**config.mk**
```make
export PLATFORM = sky130hd
export DESIGN_NAME = flash_host_ctrl
export DESIGN_NICKNAME = d
export VERILOG_FILES = /design/src/flash_host_pkg.sv /design/src/flash_pin_if.sv /design/src/flash_pin_cycle.sv /design/src/flash_host_ctrl.sv
export SDC_FILE = /design/constraint.sdc
export NUM_CORES = 1
export LEC_CHECK = 0
export BUFFER_PORTS_ARGS = -buffer_cell sky130_fd_sc_hd__clkbuf_2
export CAP_MARGIN = 20
export CORE_MARGIN = 5
export CORE_UTILIZATION = 56
export CTS_CLUSTER_SIZE = 10
export DETAILED_ROUTE_END_ITERATION = 12
export PLACE_DENSITY = 0.75
export SYNTH_ARGS = -nofsm -noshare
export SYNTH_HDL_FRONTEND = slang
export SYNTH_SLANG_ARGS = --single-unit
export TNS_END_PERCENT = 10
```
**constraint.sdc**
```tcl
create_clock -name i_core_clk -period 2.8 [get_ports i_core_clk]
set_clock_uncertainty 0.1 [all_clocks]
set_input_delay 0.28 -clock i_core_clk [delete_from_list [all_inputs] [get_ports i_core_clk]]
set_output_delay 0.28 -clock i_core_clk [all_outputs]
set_load 0.005 [all_outputs]
```
**src/flash_host_pkg.sv**
```systemverilog
// package: constants for the byte-wide flash host controller
// assumes: 50 MHz core clock; all users import the whole package
package flash_host_pkg;
  localparam int CLK_PERIOD_NS = 20;
  localparam int ADDR_W = 18;
  localparam int DATA_W = 8;
  localparam int WAKE_NS = 50;
  localparam int WAKE_CYC = (WAKE_NS + CLK_PERIOD_NS - 1) / CLK_PERIOD_NS;
  localparam int ACCESS_NS = 120;
  localparam int ACCESS_CYC = (ACCESS_NS + CLK_PERIOD_NS - 1) / CLK_PERIOD_NS;
  localparam int PULSE_CYC = 3;
  localparam int SECTOR_LSB = 13;
  localparam int SECTOR_W = 5;
  localparam logic [7:0] LOW_MFR = 8'h00;
  localparam logic [7:0] LOW_DEV = 8'h01;
  localparam logic [7:0] LOW_PROT = 8'h02;
  localparam logic [11:0] UNLOCK_ADDR1 = 12'h555;
  localparam logic [11:0] UNLOCK_ADDR2 = 12'hAAA;
  localparam logic [7:0] UNLOCK_D1 = 8'hAA;
  localparam logic [7:0] UNLOCK_D2 = 8'h55;
  localparam logic [7:0] CMD_AUTOSEL = 8'h90;
  localparam logic [7:0] CMD_RESET = 8'hF0;
  typedef enum logic [2:0] {
    OP_READ, OP_WRITE, OP_ID_HV, OP_ID_CMD, OP_RESET_PIN, OP_STANDBY
  } host_op_e;
  // top-boot sector decode from the five upper address bits
  function automatic logic [2:0] sector_of(input logic [4:0] hi);
    logic [2:0] s;
    s = 3'h0;
    if (hi[4:3] == 2'h0) s = 3'h0;
    else if (hi[4:3] == 2'h1) s = 3'h1;
    else if (hi[4:3] == 2'h2) s = 3'h2;
    else if (hi[2] == 1'b0) s = 3'h3;
    else if (hi[1] == 1'b1) s = 3'h6;
    else if (hi[0] == 1'b0) s = 3'h4;
    else s = 3'h5;
    return s;
  endfunction
  function automatic logic odd_parity(input logic [7:0] b);
    return ^b;
  endfunction
endpackage

```
**src/flash_pin_if.sv**
```systemverilog
// interface: strobe request between sequencer and pin driver
// assumes: single core clock domain
`timescale 1ns/10ps
interface flash_pin_if;
  logic start;
  logic wr;
  logic [17:0] addr;
  logic [7:0] wdata;
  logic done;
  logic [7:0] rdata;
  modport seq (output start, wr, addr, wdata, input done, rdata);
  modport drv (input start, wr, addr, wdata, output done, rdata);
endinterface

```
**src/flash_pin_cycle.sv**
```systemverilog
// module: one asynchronous bus cycle on the flash strobes
// assumes: flash reset pin high and awake before start
`timescale 1ns/10ps
module flash_pin_cycle
  import flash_host_pkg::*;
(
  input wire logic i_core_clk,
  input wire logic i_rst_n,
  flash_pin_if.drv bus,
  input wire logic [7:0] i_dq,
  output logic o_chip_sel_n,
  output logic o_out_gate_n,
  output logic o_write_n,
  output logic [17:0] o_addr,
  output logic [7:0] o_dq_out,
  output logic o_dq_oe
);
  typedef enum logic [1:0] {C_IDLE, C_ACT, C_DONE} cyc_e;
  cyc_e st_r, st_nxt;
  logic [3:0] cnt_r, cnt_nxt;
  logic wr_r, wr_nxt;
  logic [17:0] a_r, a_nxt;
  logic [7:0] d_r, d_nxt, rd_r, rd_nxt;

  always_comb begin
    st_nxt = st_r;
    cnt_nxt = cnt_r;
    wr_nxt = wr_r;
    a_nxt = a_r;
    d_nxt = d_r;
    rd_nxt = rd_r;
    case (st_r)
      C_IDLE: begin
        if (bus.start) begin
          st_nxt = C_ACT;
          wr_nxt = bus.wr;
          a_nxt = bus.addr;
          d_nxt = bus.wdata;
          cnt_nxt = bus.wr ? 4'(PULSE_CYC) : 4'(ACCESS_CYC + 1);
        end
      end
      C_ACT: begin
        if (cnt_r == 4'h0) begin
          st_nxt = C_DONE;
          if (!wr_r) rd_nxt = i_dq;
        end else begin
          cnt_nxt = cnt_r - 4'h1;
        end
      end
      C_DONE: st_nxt = C_IDLE;
      default: st_nxt = C_IDLE;
    endcase
  end

  always_ff @(posedge i_core_clk or negedge i_rst_n) begin
    if (!i_rst_n) begin
      st_r <= C_IDLE;
      cnt_r <= 4'h0;
      wr_r <= 1'b0;
      a_r <= 18'h00000;
      d_r <= 8'h00;
      rd_r <= 8'h00;
    end else begin
      st_r <= st_nxt;
      cnt_r <= cnt_nxt;
      wr_r <= wr_nxt;
      a_r <= a_nxt;
      d_r <= d_nxt;
      rd_r <= rd_nxt;
    end
  end

  // read: select and gate low, write high; write: gate high, write low until the last active cycle
  assign o_chip_sel_n = (st_r != C_ACT);
  assign o_out_gate_n = !(st_r == C_ACT && !wr_r);
  assign o_write_n = !(st_r == C_ACT && wr_r && cnt_r != 4'h0);
  assign o_dq_oe = (st_r == C_ACT) && wr_r;
  assign o_dq_out = d_r;
  assign o_addr = a_r;
  assign bus.done = (st_r == C_DONE);
  assign bus.rdata = rd_r;

  AST_NO_CONTENTION: assert property (@(posedge i_core_clk) disable iff (!i_rst_n)
    o_dq_oe |-> o_out_gate_n) else $error("host drives data while gate low");
  AST_READ_STROBES: assert property (@(posedge i_core_clk) disable iff (!i_rst_n)
    !o_out_gate_n |-> (!o_chip_sel_n && o_write_n)) else $error("read strobes bad");
endmodule // flash_pin_cycle

```
**src/flash_host_ctrl.sv**
```systemverilog
// top: host controller that drives a byte-wide flash through its pins
// assumes: i_dq is the resolved data bus, synchronous to i_core_clk
`timescale 1ns/10ps
module flash_host_ctrl
  import flash_host_pkg::*;
(
  input wire logic i_core_clk,
  input wire logic i_rst_n,
  input wire logic i_req,
  input wire logic [2:0] i_op,
  input wire logic [17:0] i_addr,
  input wire logic [7:0] i_wdata,
  input wire logic [7:0] i_dq,
  output logic o_busy,
  output logic o_done,
  output logic [7:0] o_rdata,
  output logic o_parity_err,
  output logic [2:0] o_sector_index,
  output logic o_chip_sel_n,
  output logic o_out_gate_n,
  output logic o_write_n,
  output logic o_flash_rst_n,
  output logic o_identify_high_voltage,
  output logic [17:0] o_addr,
  output logic [7:0] o_dq,
  output logic o_dq_oe
);
  // ------------------------------------------------------------
  // sequencer
  // ------------------------------------------------------------
  typedef enum logic [2:0] {S_IDLE, S_WAKE, S_CYC, S_WAIT, S_FIN} seq_e;
  seq_e st_r, st_nxt;
  host_op_e op_r, op_nxt;
  logic [2:0] step_r, step_nxt;
  logic [3:0] wake_r, wake_nxt;
  logic [17:0] a_r, a_nxt;
  logic [7:0] d_r, d_nxt, rd_r, rd_nxt;
  logic rst_pin_r, rst_pin_nxt, hv_r, hv_nxt;
  logic done_r, done_nxt, perr_r, perr_nxt;
  logic [2:0] sec_r, sec_nxt;
  logic start_r, start_nxt;
  logic [17:0] ca_r, ca_nxt;
  logic [7:0] cd_r, cd_nxt;
  logic cw_r, cw_nxt;
  logic busy_r, busy_nxt;
  logic p_cs_n, p_og_n, p_we_n, p_oe;
  logic [17:0] p_addr;
  logic [7:0] p_dq;
  flash_pin_if pif ();
  assign pif.start = start_r;
  assign pif.wr = cw_r;
  assign pif.addr = ca_r;
  assign pif.wdata = cd_r;
  flash_pin_cycle u_cyc (
    .i_core_clk(i_core_clk),
    .i_rst_n(i_rst_n),
    .bus(pif.drv),
    .i_dq(i_dq),
    .o_chip_sel_n(p_cs_n),
    .o_out_gate_n(p_og_n),
    .o_write_n(p_we_n),
    .o_addr(p_addr),
    .o_dq_out(p_dq),
    .o_dq_oe(p_oe)
  );

  // id address: only selector bits and sector bits kept
  function automatic logic [17:0] id_addr(input logic [17:0] a);
    logic [17:0] r;
    r = 18'h00000;
    r[0] = a[0];
    r[1] = a[1];
    r[SECTOR_LSB +: SECTOR_W] = a[SECTOR_LSB +: SECTOR_W];
    return r;
  endfunction
  // command-sequence step to address/data
  function automatic logic [25:0] cmd_step(input logic [2:0] s, input logic [17:0] a);
    logic [25:0] r;
    r = 26'h0000000;
    case (s)
      3'h0: r = {6'h00, UNLOCK_ADDR1, UNLOCK_D1};
      3'h1: r = {6'h00, UNLOCK_ADDR2, UNLOCK_D2};
      3'h2: r = {6'h00, UNLOCK_ADDR1, CMD_AUTOSEL};
      3'h3: r = {id_addr(a), 8'h00};
      default: r = {6'h00, UNLOCK_ADDR1, CMD_RESET};
    endcase
    return r;
  endfunction
  always_comb begin
    st_nxt = st_r;
    op_nxt = op_r;
    step_nxt = step_r;
    wake_nxt = wake_r;
    a_nxt = a_r;
    d_nxt = d_r;
    rd_nxt = rd_r;
    rst_pin_nxt = rst_pin_r;
    hv_nxt = hv_r;
    done_nxt = 1'b0;
    perr_nxt = perr_r;
    sec_nxt = sec_r;
    start_nxt = 1'b0;
    ca_nxt = ca_r;
    cd_nxt = cd_r;
    cw_nxt = cw_r;
    case (st_r)
      S_IDLE: begin
        if (i_req) begin
          op_nxt = host_op_e'(i_op);
          a_nxt = i_addr;
          d_nxt = i_wdata;
          step_nxt = 3'h0;
          sec_nxt = sector_of(i_addr[SECTOR_LSB +: SECTOR_W]);
          case (host_op_e'(i_op))
            OP_RESET_PIN: begin
              rst_pin_nxt = 1'b0;
              st_nxt = S_FIN;
            end
            OP_STANDBY: st_nxt = S_FIN;
            default: begin
              if (!rst_pin_r) begin
                rst_pin_nxt = 1'b1;
                wake_nxt = 4'(WAKE_CYC);
                st_nxt = S_WAKE;
              end else begin
                st_nxt = S_CYC;
              end
            end
          endcase
        end
      end
      S_WAKE: begin
        if (wake_r == 4'h0) st_nxt = S_CYC;
        else wake_nxt = wake_r - 4'h1;
      end
      S_CYC: begin
        start_nxt = 1'b1;
        st_nxt = S_WAIT;
        case (op_r)
          OP_WRITE: begin
            cw_nxt = 1'b1;
            ca_nxt = a_r;
            cd_nxt = d_r;
          end
          OP_ID_HV: begin
            hv_nxt = 1'b1;
            cw_nxt = 1'b0;
            ca_nxt = id_addr(a_r);
          end
          OP_ID_CMD: begin
            cw_nxt = (step_r != 3'h3);
            {ca_nxt, cd_nxt} = cmd_step(step_r, a_r);
          end
          default: begin
            cw_nxt = 1'b0;
            ca_nxt = a_r;
          end
        endcase
      end
      S_WAIT: begin
        if (pif.done) begin
          if (op_r == OP_ID_CMD && step_r != 3'h4) begin
            if (step_r == 3'h3) rd_nxt = pif.rdata;
            step_nxt = step_r + 3'h1;
            st_nxt = S_CYC;
          end else begin
            if (op_r != OP_ID_CMD) rd_nxt = pif.rdata;
            st_nxt = S_FIN;
          end
        end
      end
      S_FIN: begin
        hv_nxt = 1'b0;
        done_nxt = 1'b1;
        if ((op_r == OP_ID_HV || op_r == OP_ID_CMD) && a_r[1] == 1'b0)
          perr_nxt = !odd_parity(rd_r);
        else
          perr_nxt = 1'b0;
        st_nxt = S_IDLE;
      end
      default: st_nxt = S_IDLE;
    endcase
    busy_nxt = (st_nxt != S_IDLE);
  end

  always_ff @(posedge i_core_clk or negedge i_rst_n) begin
    if (!i_rst_n) begin
      st_r <= S_IDLE;
      busy_r <= 1'b0;
      op_r <= OP_READ;
      step_r <= 3'h0;
      wake_r <= 4'h0;
      a_r <= 18'h00000;
      d_r <= 8'h00;
      rd_r <= 8'h00;
      rst_pin_r <= 1'b0;
      hv_r <= 1'b0;
      done_r <= 1'b0;
      perr_r <= 1'b0;
      sec_r <= 3'h0;
      start_r <= 1'b0;
      ca_r <= 18'h00000;
      cd_r <= 8'h00;
      cw_r <= 1'b0;
    end else begin
      st_r <= st_nxt;
      op_r <= op_nxt;
      step_r <= step_nxt;
      wake_r <= wake_nxt;
      a_r <= a_nxt;
      d_r <= d_nxt;
      rd_r <= rd_nxt;
      rst_pin_r <= rst_pin_nxt;
      hv_r <= hv_nxt;
      done_r <= done_nxt;
      perr_r <= perr_nxt;
      sec_r <= sec_nxt;
      start_r <= start_nxt;
      ca_r <= ca_nxt;
      cd_r <= cd_nxt;
      cw_r <= cw_nxt;
      busy_r <= busy_nxt;
    end
  end

  // ------------------------------------------------------------
  // pin registers
  // ------------------------------------------------------------
  logic cs_r, og_r, we_r, oe_r;
  logic [17:0] pa_r;
  logic [7:0] pdat_r;
  always_ff @(posedge i_core_clk or negedge i_rst_n) begin
    if (!i_rst_n) begin
      cs_r <= 1'b1;
      og_r <= 1'b1;
      we_r <= 1'b1;
      oe_r <= 1'b0;
      pa_r <= 18'h00000;
      pdat_r <= 8'h00;
    end else begin
      cs_r <= p_cs_n;
      og_r <= p_og_n;
      we_r <= p_we_n;
      oe_r <= p_oe;
      pa_r <= p_addr;
      pdat_r <= p_dq;
    end
  end

  assign o_chip_sel_n = cs_r;
  assign o_out_gate_n = og_r;
  assign o_write_n = we_r;
  assign o_dq_oe = oe_r;
  assign o_addr = pa_r;
  assign o_dq = pdat_r;
  assign o_flash_rst_n = rst_pin_r;
  assign o_identify_high_voltage = hv_r;
  assign o_busy = busy_r;
  assign o_done = done_r;
  assign o_rdata = rd_r;
  assign o_parity_err = perr_r;
  assign o_sector_index = sec_r;

  // ------------------------------------------------------------
  // checks
  // ------------------------------------------------------------
  AST_WAKE_BEFORE_CYCLE: assert property (@(posedge i_core_clk) disable iff (!i_rst_n)
    $rose(rst_pin_r) |-> !start_r [*3]) else $error("cycle inside wake-up time");
  AST_RESET_QUIET: assert property (@(posedge i_core_clk) disable iff (!i_rst_n)
    !rst_pin_r |-> (!start_r && st_r != S_WAIT)) else $error("strobes while reset low");
  AST_HV_ADDR: assert property (@(posedge i_core_clk) disable iff (!i_rst_n)
    (start_r && op_r == OP_ID_HV) |-> (ca_r[12:2] == 11'h000 && !cw_r))
    else $error("id address not masked");
  AST_PARITY: assert property (@(posedge i_core_clk) disable iff (!i_rst_n)
    (st_r == S_FIN && op_r == OP_ID_HV && !a_r[1]) |=> (perr_r == !(^rd_r)))
    else $error("parity flag wrong");
  AST_SECTOR: assert property (@(posedge i_core_clk) disable iff (!i_rst_n)
    (st_r == S_IDLE && i_req) |=> (sec_r == sector_of($past(i_addr[17:13]))))
    else $error("sector decode wrong");
  AST_CMD_ORDER: assert property (@(posedge i_core_clk) disable iff (!i_rst_n)
    (start_r && op_r == OP_ID_CMD && step_r == 3'h3) |-> !cw_r)
    else $error("id read not a read");
  AST_RESET_DONE: assert property (@(posedge i_core_clk) disable iff (!i_rst_n)
    (st_r == S_IDLE && i_req && i_op == 3'(OP_RESET_PIN)) |=> ##1 (done_r && !rst_pin_r))
    else $error("reset op slow");
  AST_HV_DROP: assert property (@(posedge i_core_clk) disable iff (!i_rst_n)
    (st_r == S_FIN) |=> !hv_r) else $error("high voltage left on");
  COV_READ: cover property (@(posedge i_core_clk) disable iff (!i_rst_n)
    done_r && op_r == OP_READ);
  COV_WRITE: cover property (@(posedge i_core_clk) disable iff (!i_rst_n)
    done_r && op_r == OP_WRITE);
  COV_IDCMD: cover property (@(posedge i_core_clk) disable iff (!i_rst_n)
    done_r && op_r == OP_ID_CMD);
endmodule // flash_host_ctrl

```
* After elaboration in Yosys (flattened, before gate mapping)
Cells that the tools add are included.
Cells by class: add/sub/neg operators 3, equal/unequal tests 31, multiplexer cells 42, bitwise gates (word level) 3, reductions and logical operators 37
Operator list (count):
- $pmux W26 S4 | 1
- $mux W3 | 13
- $pmux W18 S2 | 1
- $mux W4 | 6
- $mux W8 | 3
- $eq A3 B2 Y1 const B | 6
- $ne A2 B2 Y1 const B | 9
- $pmux W4 S2 | 2
- $pmux W8 S2 | 1
- $pmux W3 S4 | 1
- $reduce_bool A2 Y1 | 6
- $reduce_and A2 Y1 | 5
- $eq A3 B1 Y1 const B | 3
- $eq A3 B3 Y1 const B | 3
- $reduce_and A3 Y1 | 3
- $logic_not A4 Y1 | 2
- $mux W2 | 4
- $reduce_and A4 Y1 | 2
- $reduce_xor A8 Y1 | 1
- $sub A4 B1 Y4 const B | 2
- $logic_not A3 Y1 | 2
- $ne A2 B1 Y1 const B | 3
- $ne A3 B2 Y1 const B | 2
- $pmux W1 S2 | 3
- other kinds (16) | 32
Word-level totals: register bits after elaboration 154, bits of input ports 40, output and inout bits 46, logic and storage cells 145

* Depth between registers and ports, before layout
word-level depth 6, gate-level depth with buffers 7, depth with buffers taken out 6

* Hierarchy
From an unflattened synthesis, not the netlist that was laid out.
Unflattened totals: cell total of the unflattened synthesis 517, area, all modules 6063.3 µm²
Modules (own cells, without submodules):
- flash_host_ctrl | instances 1, cells each 402, area an instance 4377.9 µm², sequential area each 2831.5 µm²
- flash_pin_cycle | instances 1, cells each 115, area an instance 1685.4 µm², sequential area each 1026.0 µm²

* Worst setup path before layout
Ideal clock, no wire load.
kind flip-flop to flip-flop, from register wake_r[0], to register busy_r, in the netlist o_busy, setup time 0.131 ns, arrival time 1.783 ns, data required time 2.569 ns, slack 0.785 ns, stages on the path, launching flop included 7, buffers on the path 0, clock period less this slack 2.015 ns, path through dfrtp_1 inv_1 ha_1 or3b_4 and2_4 or3_4 or3_1
On the way: cells in the longest elaborated chain, start to end 4
RTL lines:
- from (decl) | line flash_host_ctrl.sv:35 | logic [3:0] wake_r, wake_nxt;
- from (signal assigned) | line flash_host_ctrl.sv:209 | wake_r <= wake_nxt;
- $logic_not A4 Y1 | line flash_host_ctrl.sv:133 | if (wake_r == 4'h0) st_nxt = S_CYC;
- $mux W3 | line flash_host_ctrl.sv:133
- $pmux W3 S4 | line flash_host_ctrl.sv:106 | case (st_r)
- named net st_nxt[0] | line flash_host_ctrl.sv:32 | seq_e st_r, st_nxt;
- $reduce_bool A3 Y1 | line flash_host_ctrl.sv:183 | busy_nxt = (st_nxt != S_IDLE);
- named net busy_nxt | line flash_host_ctrl.sv:45 | logic busy_r, busy_nxt;
- to (signal assigned) | line flash_host_ctrl.sv:222 | busy_r <= busy_nxt;
- to (decl) | line flash_host_ctrl.sv:45
The timed path passes the listed nets, and every way through them passes these cells. A chain may end at the register's enable or synchronous reset.

* Worst setup path after layout
from register u_cyc.cnt_r[0], to register u_cyc.rd_r[4], in the netlist u_cyc.bus.rdata[4]
On the way: cells in the longest elaborated chain, start to end 2
RTL lines:
- from (decl) | line flash_pin_cycle.sv:20 | logic [3:0] cnt_r, cnt_nxt;
- from (signal assigned) | line flash_pin_cycle.sv:65 | cnt_r <= cnt_nxt;
- $logic_not A4 Y1 | line flash_pin_cycle.sv:43 | if (cnt_r == 4'h0) begin
- $reduce_and A3 Y1 (no source line)
- to (signal assigned) | line flash_pin_cycle.sv:69 | rd_r <= rd_nxt;
- to (decl) | line flash_pin_cycle.sv:23 | logic [7:0] d_r, d_nxt, rd_r, rd_nxt;
Every way passes these cells.

==> out/metrics.cfg <==
[sta]
finalMaxSlewViolations = 0
setup_tns_ps = 0
holdWs_ps = 222
period_needed_ps = 2190
max_freq_ghz = 0.457
finalHoldViolCount = 0
setup_viol = 0
maxSlewHeadroom_pct = 51.7
worst_slew_pin_slew_ps = 724
rsz0062_at_grt = no
post-route-period-util_pct = 78.2

[floorplan]
die-height_um = 113
core_area_um2 = 10300
ios = 86
initial_utilization_pct = 57.6
dieArea_um2 = 12800
die_w_um = 113
rows = 37

[cells_and_area]
syn2layout_area_growth_pct = 25.7
final_layout_size_suffix_gt1_share_pct = 20.8
diodes = 0
final_util_pct = 72.4
design_area_um2 = 7470
fill_cells = 718
multi_input_area_um2 = 1970
fin_cells = 842
num-nets-final = 741
ff_latch_area_um2 = 3860

[setup_path]
start_kind = register
worstSetupPathType = register to register
required_ps = 3120
reg2reg_to = u_cyc.bus.rdata[4]
worst_ep_arrival_time_ps = 2510
reg2reg_slack_ps = 610
worstPathMaxFanout = 8
reg2reg_depth = 5
cp-end-kind = register
r2r_start = u_cyc.cnt_r[0]

[global_route]
gr-usage-all-layers_pct = 22.9
antenna_found_initial = 0
grt_pass1_wl_mm = 23.0
grt_pass1_vias = 4632
grt_overflow = 0
grt_max_degree = 79

[clocking]
cts_resized = 0
clockRootBuffer = clkbuf_8
clock_latency_ps = 540
numCtsBuffers = 17
clkTransAtPathRegs_ps = 60
htree_levels = 4
ctsLongestPathBuffers = 2
clock-sinks = 154
cts_tree = built

[pwr]
power.density_nw_per_um2 = 1090
sw_frac_of_total_pct = 33.6
internal_power_mw = 5.40
pwr-share-clk_pct = 25.9
comb_power_share_pct = 27.7
power_switching_mw = 2.73
worst_ir_drop_vdd_mv = 0.520
p_seq_share_pct = 46.4
p_leak_nw = 3.84

[synth]
yosysWarnings = 0
synth_area_um2 = 5940
avgSynthCellArea_um2 = 10.5
synth_edf_count = 0
syn-num-nets = 612
ys.flop_type = dfrtp_1
synthArstFlopShare_pct = 100
synthCells = 564
synth_cell_types = 47
ys_seq_elements = 154
synth_seq_area_share_pct = 64.9

[placement]
place_congestion = 0.807
post-dp-hpwl_mm = 8.55
port_buffers = 85
placed_cell_area_um2 = 6550
dp.cells = 772

[min_path]
hold-path-cell-count = 5
hold_path.class = input pin to register
hold_start = i_req
min_to = a_r[0]

[job]
maxCapViolations = 0

[detailed_routing]
routed_via_density = 5.23
dr.first_iter.drc_count = 278
drt_pass1_iterations = 7
drc_errors = 0
routed_wl_mm = 13.4
vias = 4407
drtAntennaViolNets = 0
wl_per_cell_um = 16.0

[status]
status = finished clean

sequential cells by signal, summed over array words and instances, names as in the netlist, 18 cells and up:
signal,count
ca_r,18
o_addr,18
a_r,18
u_cyc.o_addr,18
Yosys cell counts, drive strengths merged, types with 2 or more instances:
| library cell | n | area share, % |
|---|---|---|
| nand2b | 6 | 0.63 |
| a21oi | 24 | 2.0 |
| nand3 | 6 | 0.51 |
| or3b | 3 | 0.53 |
| o21ai | 25 | 2.1 |
| or3 | 4 | 0.51 |
| nor2 | 15 | 0.95 |
| ha | 8 | 1.7 |
| a31oi | 3 | 0.32 |
| nand2 | 210 | 13 |
| dfstp | 3 | 1.3 |
| a41oi | 2 | 0.29 |
| inv | 11 | 0.69 |
| nor2b | 3 | 0.32 |
| and2 | 5 | 0.57 |
| xnor2 | 7 | 1.0 |
| nor3 | 8 | 0.76 |
| nand3b | 3 | 0.38 |
| dfrtp | 151 | 64 |
| xor2 | 4 | 0.59 |
| mux2 | 17 | 3.2 |
| clkbuf | 20 | 1.3 |
| and4bb | 2 | 0.42 |
| a21o | 8 | 1.0 |
| buf | 2 | 0.15 |
final cells by class:
type / instances / area share, %
inverter: 11 / 0.552
clock buffer: 21 / 6.01
tap: 136 / 2.28
timing repair buffer: 132 / 11.9
clock inverter: 11 / 1.29
sequential: 154 / 51.6
multi-input combinational: 377 / 26.3
cells by family after synthesis:
family          Yosys count  synth area share [%]
simple gates            272                  19.7
flops                   154                  64.9
buf+inv                  33                  2.10
xor+xnor                 11                  1.62
compound gates           69                  6.74
mux                      17                  3.22
fa+ha+maj                 8                  1.68
per-stage QoR:
stage | worst slack (ps) | power, mW
3_3_place_gp | 717 | 5.83
5_1_grt | 501 | 8.69
2_1_floorplan | 785 | 5.09
4_1_cts | 611 | 8.14
6_report | 610 | 8.13
3_5_place_dp | 629 | 5.96
power groups by stage:
stage          Clock [mW]  Combinational (mW)  Sequential, mW
2_1_floorplan           0                1.43            3.66
3_3_place_gp            0                2.09            3.74
3_5_place_dp            0                2.17            3.79
4_1_cts              2.13                2.25            3.76
5_1_grt              2.24                2.55            3.89
6_report             2.11                2.25            3.77
timing repair:
| item | CTS | global route |
|---|---|---|
| buffers inserted | 0 | 0 |
| hold buffers | 38 | 0 |
| endpoints found under the hold margin | 118 | 0 |
layout by cell type (no fill, tap or decap), types with 6 or more instances in the layout:
master	instances
nand2_1	210
dfrtp_1	151
clkbuf_2	84
dlygate4sd3_1	38
a21oi_1	24
o21ai_0	21
clkbuf_16	16
nor2_1	15
inv_1	9
mux2_2	9
a21o_1	8
mux2_1	8
ha_1	8
buf_4	8
xnor2_1	7
nor3_1	7
nand2b_1	6
nand3_1	6
critical path, stage by stage, from the launching register on:
cell     delay (ps)
dfrtp_1         410
inv_1            70
ha_1            190
or3b_4          420
or3_1           500
mux2_1          380
metal layers:
layer | vias to the layer above | track usage, % | part of all wire (%)
li1 | 2092 | - | -
met1 | 2150 | 30.5 | 43
met3 | 24 | 5.78 | 5.9
met5 | - | 0 | 0
met2 | 141 | 37.0 | 50
met4 | 0 | 7.69 | 1.6
worst max-delay path by stage:
stage	startpoint	to	slack [ps]
floorplan	wake_r[0]	o_busy	790
global placement	u_cyc.cnt_r[0]	u_cyc.bus.rdata[7]	720
detailed placement	u_cyc.cnt_r[0]	u_cyc.bus.rdata[3]	630
CTS	u_cyc.cnt_r[0]	u_cyc.bus.rdata[4]	610
global route	u_cyc.cnt_r[0]	u_cyc.bus.rdata[4]	500
finish	u_cyc.cnt_r[0]	u_cyc.bus.rdata[4]	610
No activity file was read; power rests on OpenSTA's default activity.
